<file path="src/logic/t2c_params.svh">
`ifndef T2C_PARAMS_SVH
`define T2C_PARAMS_SVH

// register indices; byte address is four times the index
`define T2C_IDX_CLKCTL 10'h08F
`define T2C_IDX_CTRL_BIT 10'h0C7
`define T2C_IDX_CTRL 10'h0C8
`define T2C_IDX_MODE 10'h0C9
`define T2C_IDX_RCAP_LO 10'h0CA
`define T2C_IDX_RCAP_HI 10'h0CB
`define T2C_IDX_CNT_LO 10'h0CC
`define T2C_IDX_CNT_HI 10'h0CD
`define T2C_IDX_IRQ_STAT 10'h0D0
`define T2C_IDX_IRQ_MASK 10'h0D1

// timer_two_control bit positions
`define T2C_BIT_OVF 7
`define T2C_BIT_EXT 6
`define T2C_BIT_RXSEL 5
`define T2C_BIT_TXSEL 4
`define T2C_BIT_TRIGEN 3
`define T2C_BIT_RUN 2
`define T2C_BIT_CT 1
`define T2C_BIT_CPRL 0

// timer_two_mode_control bit positions
`define T2C_BIT_CLKOE 1
`define T2C_BIT_UPDN 0

// core_clock_control bit position
`define T2C_BIT_DBL 0

// interrupt status and mask bit positions
`define T2C_IRQ_OVF 0
`define T2C_IRQ_EXT 1

// reset values
`define T2C_RST_CTRL 8'h00
`define T2C_RST_MODE 8'h00
`define T2C_RST_CLKCTL 8'h00
`define T2C_RST_WORD 16'h0000
`define T2C_RST_MASK 2'h0

// oscillator clocks per machine cycle
`define T2C_NORM_CLKS 4'hC
`define T2C_DBL_CLKS 4'h6

`endif

</file>
<file path="src/logic/t2c_pkg.sv">
package t2c_pkg;

    // register selected by an APB address
    typedef enum logic [3:0] {
        T2C_SEL_NONE,
        T2C_SEL_CLKCTL,
        T2C_SEL_CTRL_BIT,
        T2C_SEL_CTRL,
        T2C_SEL_MODE,
        T2C_SEL_RCAP_LO,
        T2C_SEL_RCAP_HI,
        T2C_SEL_CNT_LO,
        T2C_SEL_CNT_HI,
        T2C_SEL_IRQ_STAT,
        T2C_SEL_IRQ_MASK
    } t2c_sel_type;

    // pin identities for the synchroniser array
    typedef enum logic {
        T2C_PIN_COUNT,
        T2C_PIN_TRIG
    } t2c_pin_type;

endpackage

</file>
<file path="src/logic/t2c_pin_if.sv">
`timescale 1ns/10ps
`default_nettype none

interface t2c_pin_if;
    logic raw;
    logic level;
    logic fall;

    modport sync (
        input raw,
        output level,
        output fall
    );
    modport user (
        output raw,
        input level,
        input fall
    );
endinterface

`default_nettype wire

</file>
<file path="src/logic/t2c_pin_sync.sv">
`timescale 1ns/10ps
`default_nettype none

module t2c_pin_sync (
    input wire logic clk_in,
    input wire logic rst_n_in,
    t2c_pin_if.sync pin
);
    logic meta_ff;
    logic sync_ff;
    logic prev_ff;

    // two-stage synchroniser, first stage read only by the second
    always_ff @(posedge clk_in or negedge rst_n_in) begin
        if (!rst_n_in) begin
            meta_ff <= 1'b1;
            sync_ff <= 1'b1;
        end else begin
            meta_ff <= pin.raw;
            sync_ff <= meta_ff;
        end
    end

    // previous sample for edge compare; idle-high pins so no false edge
    always_ff @(posedge clk_in or negedge rst_n_in) begin
        if (!rst_n_in) begin
            prev_ff <= 1'b1;
        end else begin
            prev_ff <= sync_ff;
        end
    end

    assign pin.level = sync_ff;
    assign pin.fall = prev_ff & ~sync_ff;
endmodule

`default_nettype wire

</file>
<file path="src/logic/t2c_timer.sv">
// Design decision made here: register access over APB.
`timescale 1ns/10ps
`default_nettype none
`include "t2c_params.svh"

module t2c_timer
    import t2c_pkg::*;
(
    input wire logic CLK_IN,
    input wire logic RST_N_IN,
    input wire logic PSEL_IN,
    input wire logic PENABLE_IN,
    input wire logic PWRITE_IN,
    input wire logic [11:0] PADDR_IN,
    input wire logic [31:0] PWDATA_IN,
    output logic [31:0] PRDATA_OUT,
    output logic PREADY_OUT,
    output logic PSLVERR_OUT,
    input wire logic COUNT_PIN_IN,
    input wire logic TRIGGER_PIN_IN,
    input wire logic TIMER1_OVF_IN,
    input wire logic SERIAL_MODE13_IN,
    output logic RX_BAUD_TICK_OUT,
    output logic TX_BAUD_TICK_OUT,
    output logic MACHINE_CYCLE_OUT,
    output logic CLOCK_OUT_OUT,
    output logic CLOCK_OUT_OE_OUT,
    output logic IRQ_OUT
);
    // register state
    logic [7:0] ctrl_ff;
    logic [7:0] mode_ff;
    logic [7:0] clkctl_ff;
    logic [15:0] rcap_ff;
    logic [15:0] cnt_ff;
    logic [1:0] mask_ff;
    logic [3:0] presc_ff;
    logic mc_tick_ff;
    logic clkout_ff;
    logic rx_tick_ff;
    logic tx_tick_ff;
    logic [31:0] rdata_ff;
    logic slverr_ff;

    // combinational terms
    logic [7:0] nxt_ctrl;
    logic [15:0] nxt_cnt;
    logic [15:0] nxt_rcap;
    logic [3:0] presc_limit;
    logic setup_phase;
    logic wr_access;
    t2c_sel_type sel_setup;
    t2c_sel_type sel_access;
    logic [7:0] wbyte;
    logic [7:0] ctrl_wmask;
    logic [7:0] ctrl_wval;
    logic [1:0] irq_w1c;
    logic baud_mode;
    logic capture_mode;
    logic updown_mode;
    logic count_up;
    logic tick;
    logic ovf_up;
    logic ovf_dn;
    logic ovf;
    logic trig_evt;
    logic [1:0] irq_pend;
    logic [31:0] rd_mux;

    // one synchroniser per external pin
    t2c_pin_if pin_bus [2] ();

    assign pin_bus[T2C_PIN_COUNT].raw = COUNT_PIN_IN;
    assign pin_bus[T2C_PIN_TRIG].raw = TRIGGER_PIN_IN;

    genvar gi;
    generate
        for (gi = 0; gi < 2; gi++) begin : g_pin
            t2c_pin_sync u_sync (
                .clk_in(CLK_IN),
                .rst_n_in(RST_N_IN),
                .pin(pin_bus[gi])
            );
        end
    endgenerate

    // address decode, shared by read and write phases
    function automatic t2c_sel_type reg_sel(input logic [11:0] addr);
        logic [9:0] idx;
        idx = addr[11:2];
        unique case (idx)
            `T2C_IDX_CLKCTL: reg_sel = T2C_SEL_CLKCTL;
            `T2C_IDX_CTRL_BIT: reg_sel = T2C_SEL_CTRL_BIT;
            `T2C_IDX_CTRL: reg_sel = T2C_SEL_CTRL;
            `T2C_IDX_MODE: reg_sel = T2C_SEL_MODE;
            `T2C_IDX_RCAP_LO: reg_sel = T2C_SEL_RCAP_LO;
            `T2C_IDX_RCAP_HI: reg_sel = T2C_SEL_RCAP_HI;
            `T2C_IDX_CNT_LO: reg_sel = T2C_SEL_CNT_LO;
            `T2C_IDX_CNT_HI: reg_sel = T2C_SEL_CNT_HI;
            `T2C_IDX_IRQ_STAT: reg_sel = T2C_SEL_IRQ_STAT;
            `T2C_IDX_IRQ_MASK: reg_sel = T2C_SEL_IRQ_MASK;
            default: reg_sel = T2C_SEL_NONE;
        endcase
    endfunction

    // apb phases; slave never inserts wait states
    assign setup_phase = PSEL_IN & ~PENABLE_IN;
    assign wr_access = PSEL_IN & PENABLE_IN & PWRITE_IN;
    assign sel_setup = reg_sel(PADDR_IN);
    assign sel_access = reg_sel(PADDR_IN);
    assign wbyte = PWDATA_IN[7:0];
    assign PREADY_OUT = 1'b1;
    assign PRDATA_OUT = rdata_ff;
    assign PSLVERR_OUT = slverr_ff & PSEL_IN & PENABLE_IN;

    // control write: whole byte, or single bit via the bit port
    always_comb begin
        ctrl_wmask = 8'h00;
        ctrl_wval = 8'h00;
        irq_w1c = 2'h0;
        if (wr_access) begin
            unique case (sel_access)
                T2C_SEL_CTRL: begin
                    ctrl_wmask = 8'hFF;
                    ctrl_wval = wbyte;
                end
                T2C_SEL_CTRL_BIT: begin
                    ctrl_wmask = 8'h01 << wbyte[2:0];
                    ctrl_wval = {8{wbyte[3]}};
                end
                T2C_SEL_IRQ_STAT: irq_w1c = wbyte[1:0];
                default: ;
            endcase
        end
    end

    // mode decode from control and mode bits
    // serial clocking overrides the capture select
    assign baud_mode = ctrl_ff[`T2C_BIT_RXSEL] | ctrl_ff[`T2C_BIT_TXSEL];
    // capture only when not serial clocking
    assign capture_mode = ctrl_ff[`T2C_BIT_CPRL] & ~baud_mode;
    assign updown_mode = mode_ff[`T2C_BIT_UPDN] & ~capture_mode & ~baud_mode;
    // trigger level steers direction in up/down mode
    assign count_up = ~updown_mode | pin_bus[T2C_PIN_TRIG].level;

    assign tick = ctrl_ff[`T2C_BIT_RUN] &
        (ctrl_ff[`T2C_BIT_CT] ? pin_bus[T2C_PIN_COUNT].fall : mc_tick_ff);

    assign ovf_up = tick & count_up & (cnt_ff == 16'hFFFF);
    assign ovf_dn = tick & ~count_up & (cnt_ff == rcap_ff);
    assign ovf = ovf_up | ovf_dn;

    // trigger edge acts only when enabled, not serial clocking and not in up/down mode
    assign trig_evt = pin_bus[T2C_PIN_TRIG].fall & ctrl_ff[`T2C_BIT_TRIGEN] &
        ~baud_mode & ~updown_mode;

    // machine cycle length from the double-speed bit
    assign presc_limit = clkctl_ff[`T2C_BIT_DBL] ? (`T2C_DBL_CLKS - 4'h1) :
        (`T2C_NORM_CLKS - 4'h1);

    // machine-cycle prescaler
    // the same pulse times every peripheral on this core
    always_ff @(posedge CLK_IN or negedge RST_N_IN) begin
        if (!RST_N_IN) begin
            presc_ff <= 4'h0;
            mc_tick_ff <= 1'b0;
        end else if (presc_ff >= presc_limit) begin
            presc_ff <= 4'h0;
            mc_tick_ff <= 1'b1;
        end else begin
            presc_ff <= presc_ff + 4'h1;
            mc_tick_ff <= 1'b0;
        end
    end

    assign MACHINE_CYCLE_OUT = mc_tick_ff;

    // control next value; hardware flag sets win over clears
    always_comb begin
        nxt_ctrl = (ctrl_ff & ~ctrl_wmask) | (ctrl_wval & ctrl_wmask);
        if (irq_w1c[`T2C_IRQ_OVF]) begin
            nxt_ctrl[`T2C_BIT_OVF] = 1'b0;
        end
        if (irq_w1c[`T2C_IRQ_EXT]) begin
            nxt_ctrl[`T2C_BIT_EXT] = 1'b0;
        end
        // overflow flag only when not serial clocking
        if (ovf & ~baud_mode) begin
            nxt_ctrl[`T2C_BIT_OVF] = 1'b1;
        end
        // external flag on trigger capture or reload
        if (trig_evt) begin
            nxt_ctrl[`T2C_BIT_EXT] = 1'b1;
        end
    end

    always_ff @(posedge CLK_IN or negedge RST_N_IN) begin
        if (!RST_N_IN) begin
            ctrl_ff <= `T2C_RST_CTRL;
        end else begin
            ctrl_ff <= nxt_ctrl;
        end
    end

    // mode, clock control and mask registers
    always_ff @(posedge CLK_IN or negedge RST_N_IN) begin
        if (!RST_N_IN) begin
            mode_ff <= `T2C_RST_MODE;
            clkctl_ff <= `T2C_RST_CLKCTL;
            mask_ff <= `T2C_RST_MASK;
        end else if (wr_access) begin
            if (sel_access == T2C_SEL_MODE) begin
                mode_ff <= {6'h00, wbyte[`T2C_BIT_CLKOE], wbyte[`T2C_BIT_UPDN]};
            end
            // double-speed bit, standard speed at reset
            if (sel_access == T2C_SEL_CLKCTL) begin
                clkctl_ff <= {7'h00, wbyte[`T2C_BIT_DBL]};
            end
            if (sel_access == T2C_SEL_IRQ_MASK) begin
                mask_ff <= wbyte[1:0];
            end
        end
    end

    // count next value; a software write wins over counting
    always_comb begin
        nxt_cnt = cnt_ff;
        if (wr_access && sel_access == T2C_SEL_CNT_LO) begin
            nxt_cnt = {cnt_ff[15:8], wbyte};
        end else if (wr_access && sel_access == T2C_SEL_CNT_HI) begin
            nxt_cnt = {wbyte, cnt_ff[7:0]};
        // reload on trigger edge in reload mode
        end else if (trig_evt && !capture_mode) begin
            nxt_cnt = rcap_ff;
        end else if (ovf_up) begin
            nxt_cnt = capture_mode ? 16'h0000 : rcap_ff;
        end else if (ovf_dn) begin
            nxt_cnt = 16'hFFFF;
        end else if (tick) begin
            nxt_cnt = count_up ? (cnt_ff + 16'h0001) : (cnt_ff - 16'h0001);
        end
    end

    // capture/reload word next value
    always_comb begin
        nxt_rcap = rcap_ff;
        if (wr_access && sel_access == T2C_SEL_RCAP_LO) begin
            nxt_rcap = {rcap_ff[15:8], wbyte};
        end else if (wr_access && sel_access == T2C_SEL_RCAP_HI) begin
            nxt_rcap = {wbyte, rcap_ff[7:0]};
        end else if (trig_evt && capture_mode) begin
            nxt_rcap = cnt_ff;
        end
    end

    // counter and capture/reload word
    always_ff @(posedge CLK_IN or negedge RST_N_IN) begin
        if (!RST_N_IN) begin
            cnt_ff <= `T2C_RST_WORD;
            rcap_ff <= `T2C_RST_WORD;
        end else begin
            cnt_ff <= nxt_cnt;
            rcap_ff <= nxt_rcap;
        end
    end

    // baud ticks for the serial port, modes 1 and 3 only
    always_ff @(posedge CLK_IN or negedge RST_N_IN) begin
        if (!RST_N_IN) begin
            rx_tick_ff <= 1'b0;
            tx_tick_ff <= 1'b0;
        end else begin
            rx_tick_ff <= SERIAL_MODE13_IN &
                (ctrl_ff[`T2C_BIT_RXSEL] ? ovf : TIMER1_OVF_IN);
            tx_tick_ff <= SERIAL_MODE13_IN &
                (ctrl_ff[`T2C_BIT_TXSEL] ? ovf : TIMER1_OVF_IN);
        end
    end

    assign RX_BAUD_TICK_OUT = rx_tick_ff;
    assign TX_BAUD_TICK_OUT = tx_tick_ff;

    // clock-out pin toggles on each overflow while enabled
    // counter source must stay off here; not enforced in hardware
    always_ff @(posedge CLK_IN or negedge RST_N_IN) begin
        if (!RST_N_IN) begin
            clkout_ff <= 1'b0;
        end else if (!mode_ff[`T2C_BIT_CLKOE]) begin
            clkout_ff <= 1'b0;
        end else if (ovf) begin
            clkout_ff <= ~clkout_ff;
        end
    end

    assign CLOCK_OUT_OUT = clkout_ff;
    assign CLOCK_OUT_OE_OUT = mode_ff[`T2C_BIT_CLKOE];

    // interrupt: flags gated by mask
    // external flag requests when enabled
    // no external request in up/down mode
    assign irq_pend[`T2C_IRQ_OVF] = ctrl_ff[`T2C_BIT_OVF] & mask_ff[`T2C_IRQ_OVF];
    assign irq_pend[`T2C_IRQ_EXT] = ctrl_ff[`T2C_BIT_EXT] & mask_ff[`T2C_IRQ_EXT] &
        ~mode_ff[`T2C_BIT_UPDN];
    assign IRQ_OUT = |irq_pend;

    // read multiplexer; reserved bits read as zero
    always_comb begin
        rd_mux = 32'h0000_0000;
        unique case (sel_setup)
            T2C_SEL_CLKCTL: rd_mux[7:0] = clkctl_ff;
            T2C_SEL_CTRL: rd_mux[7:0] = ctrl_ff;
            T2C_SEL_MODE: rd_mux[7:0] = mode_ff;
            T2C_SEL_RCAP_LO: rd_mux[7:0] = rcap_ff[7:0];
            T2C_SEL_RCAP_HI: rd_mux[7:0] = rcap_ff[15:8];
            T2C_SEL_CNT_LO: rd_mux[7:0] = cnt_ff[7:0];
            T2C_SEL_CNT_HI: rd_mux[7:0] = cnt_ff[15:8];
            T2C_SEL_IRQ_STAT: rd_mux[1:0] = {ctrl_ff[`T2C_BIT_EXT], ctrl_ff[`T2C_BIT_OVF]};
            T2C_SEL_IRQ_MASK: rd_mux[1:0] = mask_ff;
            default: rd_mux = 32'h0000_0000;
        endcase
    end

    // read data latched in the setup cycle, error for unmapped address
    always_ff @(posedge CLK_IN or negedge RST_N_IN) begin
        if (!RST_N_IN) begin
            rdata_ff <= 32'h0000_0000;
            slverr_ff <= 1'b0;
        end else if (setup_phase) begin
            rdata_ff <= PWRITE_IN ? 32'h0000_0000 : rd_mux;
            slverr_ff <= (sel_setup == T2C_SEL_NONE);
        end
    end
endmodule

`default_nettype wire

</file>
<file path="config.mk">
export PLATFORM = sky130hd
export DESIGN_NAME = t2c_timer
export DESIGN_NICKNAME = d
export VERILOG_FILES = /design/src/logic/t2c_pkg.sv /design/src/logic/t2c_pin_if.sv /design/src/logic/t2c_pin_sync.sv /design/src/logic/t2c_timer.sv
export VERILOG_INCLUDE_DIRS = /design/src /design/src/logic
export SDC_FILE = /design/constraint.sdc
export NUM_CORES = 1
export LEC_CHECK = 0
export BUFFER_PORTS_ARGS = -buffer_cell sky130_fd_sc_hd__buf_2
export CELL_PAD_IN_SITES_DETAIL_PLACEMENT = 2
export CELL_PAD_IN_SITES_GLOBAL_PLACEMENT = 2
export CORE_ASPECT_RATIO = 1.1
export CORE_UTILIZATION = 37
export CTS_CLUSTER_DIAMETER = 120
export DETAILED_ROUTE_END_ITERATION = 10
export PLACE_DENSITY = 0.94
export REMOVE_ABC_BUFFERS = 1
export SLEW_MARGIN = 20
export SYNTH_ARGS = -nofsm -noshare
export SYNTH_HDL_FRONTEND = slang
export SYNTH_SLANG_ARGS = --single-unit
export TNS_END_PERCENT = 100
</file>
<file path="constraint.sdc">
create_clock -name CLK_IN -period 8.6 [get_ports CLK_IN]
set_clock_uncertainty 0.15 [all_clocks]
set_input_delay 0.86 -clock CLK_IN [delete_from_list [all_inputs] [get_ports CLK_IN]]
set_output_delay 0.86 -clock CLK_IN [all_outputs]
set_load 0.05 [all_outputs]
</file>
After elaboration in Yosys (flattened, before gate mapping)
Cells that the tools add are included.
W data, S select, Z words.
- bits in registers: 92
- latch bits: 0
- bits in writable memories: 0
- bits in read-only memories: 0
- input port bits: 53
- output and inout bits: 40
- logic and storage cells: 146
- memories: 0
- add/sub/neg operators: 3
- $mul: 0
- div/mod/pow operators: 0
- magnitude comparators: 1
- equality and inequality tests: 25
- shifts and indexed selects: 1
- mux-type cells: 33
- bitwise logic cells: 42
- reductions and logical operators: 20
- operator list (operator ; count):
    $mux W16 ; 9
    $eq A10 B8 Y1 const B ; 10
    $mux W8 ; 5
    $pmux W4 S10 ; 1
    $pmux W8 S2 ; 2
    $pmux W6 S5 ; 1
    $and A1 B1 Y1 ; 24
    $pmux W2 S9 ; 1
    $add A16 B1 Y16 const B ; 1
    $and A8 B8 Y8 ; 2
    $eq A16 B16 Y1 ; 1
    $eq A16 B16 Y1 const B ; 1
    $eq A4 B3 Y1 const B ; 4
    $sub A16 B1 Y16 const B ; 1
    $reduce_and A2 Y1 ; 7
    $eq A4 B4 Y1 const B ; 3
    $not A1 Y1 ; 11
    $mux W1 ; 10
    $reduce_bool A5 Y1 ; 2
    $eq A4 B2 Y1 const B ; 2
    $mux W4 ; 2
    $not A8 Y8 ; 1
    $or A8 B8 Y8 ; 1
    $shl A1 B3 Y8 const A ; 1
    other kinds (12) ; 22

Logic depth before layout (Yosys ltp)
Gate-level depths: netlist of the first run.
- depth in word-level cells: 16
- depth in mapped cells: 11
- gate-level depth less buffers: 11

By module
A second synthesis of the first run with hierarchy kept.
- cells, all modules: 590
- area, all modules: 5154.9 um2
- by module, submodules not included (module ; instances ; cells an instance ; area each (um2) ; sequential area each (um2)):
    t2c_timer ; 1 ; 582 ; 4969.8 ; 1551.5
    t2c_pin_sync ; 2 ; 4 ; 92.6 ; 78.8

Worst setup path before layout of the first run
No wires, ideal clock.
- path kind: reg-to-reg
- start point: reg with a tool-made name
- end point: reg cnt_ff[12]
- library setup time: 0.119 ns
- data arrival time: 2.774 ns
- required time: 8.331 ns
- path slack: 5.557 ns
- cell stages (with the launch flop): 12
- path buffers: 0
- period minus slack after synthesis: 3.043 ns
- cell sequence: dfrtp_1 > nor3_1 > nand2_1 > inv_1 > ha_1 > a211oi_1 > nor2_1 > o311ai_0 > a21oi_1 > o221ai_1 > xnor2_1 > o21a_1
- RTL lines (what ; RTL line ; RTL):
    to (signal assigned) ; t2c_timer.sv:259 ; cnt_ff <= `T2C_RST_WORD;
    to (signal assigned) ; t2c_timer.sv:262 ; cnt_ff <= nxt_cnt;
    to (decl) ; t2c_timer.sv:35 ; logic [15:0] cnt_ff;

==> results of run 1 <==
-- sequential cells by signal (all words and copies together) (netlist names), 2 cells and up, named ones only --
register                cells
PRDATA_OUT                  8
cnt_ff                     16
ctrl_ff                     2
g_pin.u_sync.meta_ff        2
g_pin.u_sync.pin.level      2
g_pin.u_sync.prev_ff        2
mask_ff                     2
mode_ff                     2
presc_ff                    4
rcap_ff                    16
-- final timing paths --
path,depth (start not counted),endpoint,start
max,11,cnt_ff[10],flip-flop
min,0,g_pin[1].u_sync.pin.level,g_pin[1].u_sync.meta_ff
max reg2reg,11,cnt_ff[10],flip-flop
min reg2reg,0,g_pin[1].u_sync.pin.level,g_pin[1].u_sync.meta_ff
max in group asynchronous,2,rcap_ff[5],RST_N_IN
min in group asynchronous,2,TX_BAUD_TICK_OUT,RST_N_IN
-- layout by cell type, fill, tap and decap left out, types with 7 or more instances in the layout --
master,synthesis,routed
nand3_1,14,14
ha_1,18,18
clkbuf_16,0,9
xor2_1,10,10
conb_1,2,25
nor2_1,38,38
nor3_1,11,11
and2_1,10,10
nor2b_1,8,8
nand4_1,9,9
mux2i_1,13,13
o22ai_1,10,10
a21oi_1,70,70
xnor2_1,23,23
nand2_1,59,59
a221oi_2,7,7
and3_1,15,15
nand2b_1,8,8
dfrtp_1,62,62
buf_2,6,41
a221o_1,12,12
inv_1,11,11
o21ai_0,27,27
-- power groups by stage --
stage	logic, mW	registers, mW	clock network (mW)
2_1_floorplan	0.0854	0.375	0
3_3_place_gp	0.142	0.364	0
3_5_place_dp	0.155	0.366	0
4_1_cts	0.157	0.361	0.414
5_1_grt	0.170	0.363	0.422
6_report	0.156	0.361	0.408
-- cell families (layout without fill, tap and decap cells) --
group,count (synthesis),in the layout
adder cells (fa/ha/maj),19,19
flip-flops,68,68
XOR/XNOR,33,33
AND/OR/NAND/NOR,210,210
buffers and inverters,62,70
AO/OA/AOI/OAI,195,195
multiplexers,19,19
other,2,25
-- through the flow --
stage | hold WS, ns | power (mW) | cell area, um^2 | utilization (%)
after floorplan | 0.195 | 0.461 | 5070 | -
after global placement | 0.197 | 0.506 | 5530 | 39.7
after detailed placement | 0.199 | 0.521 | 5530 | 39.7
after CTS | 0.207 | 0.931 | 5850 | 42.0
after global routing | 0.211 | 0.955 | 5850 | 42.0
final | 0.205 | 0.926 | 5850 | 42.0
-- final cells by class --
| cell class | instances | area (um^2) | area share, % |
|---|---|---|---|
| tap | 188 | 235 | 4.02 |
| clock buffer | 10 | 229 | 3.92 |
| inverter | 11 | 41.3 | 0.706 |
| sequential | 68 | 1710 | 29.2 |
| timing repair buffer | 43 | 220 | 3.77 |
| multi-input combinational | 501 | 3320 | 56.8 |
| clock inverter | 6 | 88.8 | 1.52 |
-- per-layer routing --
| metal | vias to the layer above | GRT usage [%] | wire [um] |
|---|---|---|---|
| li1 | 2266 | - | - |
| met1 | 2677 | 34.8 | 8190 |
| met2 | 236 | 53.4 | 11100 |
| met3 | 90 | 5.25 | 1200 |
| met4 | 0 | 17.3 | 1150 |
| met5 | - | 0 | 0 |
-- critical path: cells and delay by family, from the launching register on --
kind / cells / cell delay (ns)
AO/OA/AOI/OAI: 5 / 1.39
AND/OR/NAND/NOR: 3 / 0.69
buffers and inverters: 1 / 0.48
XOR/XNOR: 1 / 0.18
adder cells (fa/ha/maj): 1 / 0.40
flip-flops: 1 / 0.47
==> results.md, run 1 <==
- Status: complete, no violations
- Residual DRC count: 0
- Layout area overhead: 9.80%
- Post-Synth Simple-Gate Area: 21.2%
- CP Data Arrival Time: 3.93 ns
- Non-Filler Instances: 827
- Top cells by area, synth: dfrtp_1 29%, a21oi_1 6.6%, ha_1 4.2%, nand2_1 4.2%, buf_4 3.8%
- Synth Register Bits: 68
- Most used DFF post-synth: dfrtp_1
- Hold Buf Count CTS: 0
- Switching pwr: 0.289 mW
- Combinational Power Share: 16.9%
- Die height: 128 um
- Final nets: 706
- Post-route ant nets: 0
- Post-synth ARST share: 100%
- Sw Ratio: 31.2%
- Synth Area in XOR/XNOR: 5.43%
- Ant diodes: 0
- Vias in the first global route: 5843
- Final WL: 21.6 mm
- Initial Utilization: 38.3%
- Sequential Power Share: 39.0%
- Mapped Area: 0.00532 mm^2
- Share of cells above drive strength 1: 16.1%
- Crit end category: flip-flop
- Nature of the critical path startpoint: flip-flop
- Post-CTS resize count: 0
- Pre-CTS setup slack: 4.55 ns
- Final Setup Violations: 0
- CTS H-tree lvls: 3
- Core Rows: 45
- HPWL after detailed placement: 15.3 mm
- Number of flops mapped to enable cells by yosys: 0
- Vias per cell: 6.37
- Worst Tran Pin Value: 1.05 ns
- Max-slew violations: 0
- RSZ-0062 raised after global routing: no
- Mux cell area share after synthesis: 3.71%
- Area share of fa/ha/maj cells after synthesis: 4.61%
- Yosys top cell by area: dfrtp_1
- Critical Path Fanout Max: 16
- Compound-Gate Fraction of Synth Area: 25.7%
- Post-synth top cells: 70 x a21oi_1, 62 x dfrtp_1, 59 x nand2_1, 38 x nor2_1
- Wirelength per Cell: 26.1 um
- CTS buffer count: 9
- Cells after Synth: 608
- Worst vdd ir: 0.0000802 V
- Largest family of logic cells by synthesized area: compound AO/OA/AOI/OAI gates
- Crit path time final: 3.91 ns
- Slowest library cell on the worst path: o311ai_0
- Leak: 2.63 nW
- Flop2flop setup slack: 4.69 ns
- Worst hold path class: reg2reg
- TritonRoute pass-1 iters: 5
- Die area: 0.0149 mm^2
- Via count: 5269
- DRT iter0 DRCs: 341
- Power per cell area: 158 mW/mm^2
- Latest clock arrival within the worst-skew pair: 0.34 ns
- CORE AREA: 0.0139 mm^2
- Sink Count: 68
- First-pass GRT wire length: 33.6 mm
- Pint: 0.637 mW
- Clock Power Share: 44.1%
- Placed cell count: 811
- Worst EP required: 8.62 ns
- WS Path Type: reg2reg
- Number of port buffers: 41
- Synth warn: 0
- Post-Route Setup TNS: 0 ns
- All-Layer GR Usage: 30.6%
- Max Root-Sink Buffers: 2
- Max frequency: 0.255 GHz
- Crit-path cells: nor3_1 > nand2_1 > inv_1 > ha_1 > a211oi_1 > nor2_1 > o311ai_0 > a21oi_1 > a21oi_1 > xor2_1 > a31oi_1
- Relative slew slack: 29.0%
- Crit share post-route: 45.5%
- Clock root cell: clkbuf_16
- Yosys top cell area share: 29.1%
- Ports: 93
- Pin count of the biggest net entering global routing: 69
- Most frequent CP cell: a21oi_1
- Most common cell in the netlist: a21oi_1
- Max-cap violations: 0
- Grt ovf: 0
- CTS tree: built
- Register area share after synthesis: 32.1%
- Filler instances: 1558
- Die X: 116 um
- Final worst slack: 4.69 ns
- Final hold violation count: 0
- Delay of the slowest critical-path stage: 0.54 ns
- Initial antenna violation count: 0
- Syn avg cell area: 8.76 um^2
- Clock slew at the register clock pins of the worst setup and hold paths: 0.06 ns
- Routability cong.: 0.933
- Netlist cell types: 74
- Post-CTS Setup Inserts: 0
Power figures use the tool's default switching activity.
==> run 2, diff against run 1 <==
--- a/config.mk
+++ b/config.mk
@@ -6,14 +6,15 @@
 export SDC_FILE = /design/constraint.sdc
 export NUM_CORES = 1
 export LEC_CHECK = 0
+export ABC_AREA = 1
 export BUFFER_PORTS_ARGS = -buffer_cell sky130_fd_sc_hd__buf_2
 export CELL_PAD_IN_SITES_DETAIL_PLACEMENT = 2
 export CELL_PAD_IN_SITES_GLOBAL_PLACEMENT = 2
 export CORE_ASPECT_RATIO = 1.1
-export CORE_UTILIZATION = 37
+export CORE_UTILIZATION = 31
 export CTS_CLUSTER_DIAMETER = 120
 export DETAILED_ROUTE_END_ITERATION = 10
-export PLACE_DENSITY = 0.94
+export PLACE_DENSITY = 0.89
 export REMOVE_ABC_BUFFERS = 1
 export SLEW_MARGIN = 20
 export SYNTH_ARGS = -nofsm -noshare
==> constraint.sdc (replaced) <==
create_clock -name CLK_IN -period 3.9 [get_ports CLK_IN]
set_clock_uncertainty 0.15 [all_clocks]
set_input_delay 0.39 -clock CLK_IN [delete_from_list [all_inputs] [get_ports CLK_IN]]
set_output_delay 0.39 -clock CLK_IN [all_outputs]
set_load 0.05 [all_outputs]
==> results.md, run 2 <==
- Critical Path Fanout Max: 18
- Post-CTS Setup Inserts: 0
- Nature of the critical path startpoint: flip-flop
- Crit end category: flip-flop
- Latest clock arrival within the worst-skew pair: 0.36 ns
- Crit path time final: 3.00 ns
- Power per cell area: 464 mW/mm^2
- Mapped Area: 0.00557 mm^2
- Post-CTS resize count: 0
- CP Data Arrival Time: 3.07 ns
- Leak: 3.27 nW
- Syn avg cell area: 6.58 um^2
- Pin count of the biggest net entering global routing: 69
- Clock root cell: clkbuf_16
- Die X: 130 um
- Layout area overhead: 12.2%
- RSZ-0062 raised after global routing: no
- Hold Buf Count CTS: 2
- Post-route ant nets: 0
- Most frequent cells in the layout: 227 x nand2_1, 109 x inv_1, 80 x nor2_1
- Worst Setup EP: cnt_ff[10]
- Max Root-Sink Buffers: 2
- Crit share post-route: 76.9%
- CTS buffer count: 9
- Max-slew violations: 0
- DRT iter0 DRCs: 212
- Residual DRC count: 0
- Max-cap violations: 0
- TritonRoute pass-1 iters: 5
- Share of cells above drive strength 1: 10.7%
- Ant diodes: 0
- Synth Register Bits: 68
- Ports: 93
- Clock Power Share: 31.6%
- Switching pwr: 1.21 mW
- Worst hold path class: in2async
- Worst EP required: 3.98 ns
- HPWL after detailed placement: 16.7 mm
- All-Layer GR Usage: 25.6%
- Sequential Power Share: 33.8%
- RR Endpoint: cnt_ff[10]
- Synth warn: 0
- Yosys top cell by area: dfrtp_1
- Final hold violation count: 0
- Final nets: 957
- Sw Ratio: 41.8%
- Core Rows: 51
- Post-Route Setup TNS: 0 ns
- Clock slew at the register clock pins of the worst setup and hold paths: 0.06 ns
- Die height: 143 um
- Die area: 0.0185 mm^2
- Status: complete, no violations
- R2R cell count: 17
- Via count: 5968
- Worst vdd ir: 0.000335 V
- Routability cong.: 0.876
- Sink Count: 68
- Post-synth ARST share: 100%
- Filler instances: 2204
- WS Path Type: reg2reg
- Vias in the first global route: 6596
- Top cells by area, synth: dfrtp_1 28%, nand2_1 15%, inv_1 7.3%, nand3_1 5.8%, nor2_1 5.4%
- Pint: 1.69 mW
- Final WL: 22.2 mm
- Register area share after synthesis: 30.7%
- Power Total: 2.90 mW
- Max frequency: 0.334 GHz
- Number of port buffers: 41
- First-pass GRT wire length: 35.5 mm
- Most common cell in the netlist: nand2_1
- Relative slew slack: 35.1%
- Commonest non-fill, non-tap cell in the layout: nand2_1
- Vias per cell: 5.29
- CTS tree: built
- Grt ovf: 0
- Worst Tran Pin Value: 0.974 ns
- Number of flops mapped to enable cells by yosys: 0
- CTS H-tree lvls: 3
- Post-synth top cells: 227 x nand2_1, 109 x inv_1, 80 x nor2_1, 65 x nand3_1, 62 x dfrtp_1
- Initial Utilization: 31.5%
- Wirelength per Cell: 19.7 um
- Yosys top cell area share: 27.9%
- Combinational Power Share: 34.6%
- Flop2flop setup slack: 0.90 ns
- Netlist cell types: 45
- Most used DFF post-synth: dfrtp_1
- Cells after Synth: 847
- Initial antenna violation count: 0
- CORE AREA: 0.0177 mm^2
- Final Setup Violations: 0
[run 2: metal layers]
metal	wire length [um]	GRT usage [%]	vias up
li1	-	-	2803
met1	9240	30.1	3012
met2	11400	45.8	108
met3	721	2.93	45
met4	809	12.7	0
met5	0	0	-
[run 2: logic make-up (layout without fill, tap and decap cells)]
group	Yosys count	count (layout)	synth area share [%]
simple gates	413	413	31.9
compound gates	170	170	17.7
buf+inv	164	184	13.4
flops	68	68	30.7
fa+ha+maj	19	19	4.40
xor+xnor	11	11	1.73
other cells	2	25	0.135
[run 2: how the worst min path moves through the flow]
stage	from	endpoint	depth (start not counted)
after floorplan	RST_N_IN	CLOCK_OUT_OUT	0
after global placement	g_pin[1].u_sync.meta_ff	g_pin[1].u_sync.pin.level	0
after detailed placement	g_pin[1].u_sync.meta_ff	g_pin[1].u_sync.pin.level	0
after CTS	RST_N_IN	cnt_ff[5]	1
after global routing	RST_N_IN	cnt_ff[15]	1
final	RST_N_IN	rcap_ff[12]	1
[run 2: cell type report]
class                      count  area [um^2]  area share, %
multi-input combinational    638         3210           51.3
sequential                    68         1710           27.3
inverter                     120          450           7.20
tap                          238          298           4.76
timing repair buffer          48          265           4.24
clock buffer                   9          225           3.60
clock inverter                 7         98.8           1.58
[run 2: stage by stage]
stage,util (%),std cells,hold WS [ns],setup slack [ns],cell area (um^2)
3_3_place_gp,33.4,1110,0.197,1.03,5910
5_1_grt,35.4,1128,0.107,0.597,6250
4_1_cts,35.4,1128,0.0810,0.894,6250
6_report,35.4,1128,0.0251,0.902,6250
3_5_place_dp,33.4,1110,0.199,0.900,5910
2_1_floorplan,-,826,-0.0556,0.819,5360
[run 2: power by group through the flow]
stage	combinational, mW	sequential, mW	clock, mW
CTS	1.01	0.979	0.935
global placement	0.930	0.985	0
floorplan	0.690	0.931	0
detailed placement	0.993	0.991	0
finish	1.00	0.979	0.917
global route	1.13	0.996	0.957
[run 2: worst max-delay path: stages, from the launching register on]
cell	delay (ns)
dfrtp_1	0.38
nor2_1	0.24
nand2_1	0.13
nor2_1	0.11
buf_4	0.27
ha_1	0.34
a21oi_1	0.24
nor2_1	0.07
nor2_1	0.12
nand2_1	0.11
nand2_1	0.09
nand2_1	0.06
nand2_1	0.08
nand2_1	0.06
nor2_1	0.18
nor2_1	0.07
nor2_1	0.11
o21ai_1	0.07
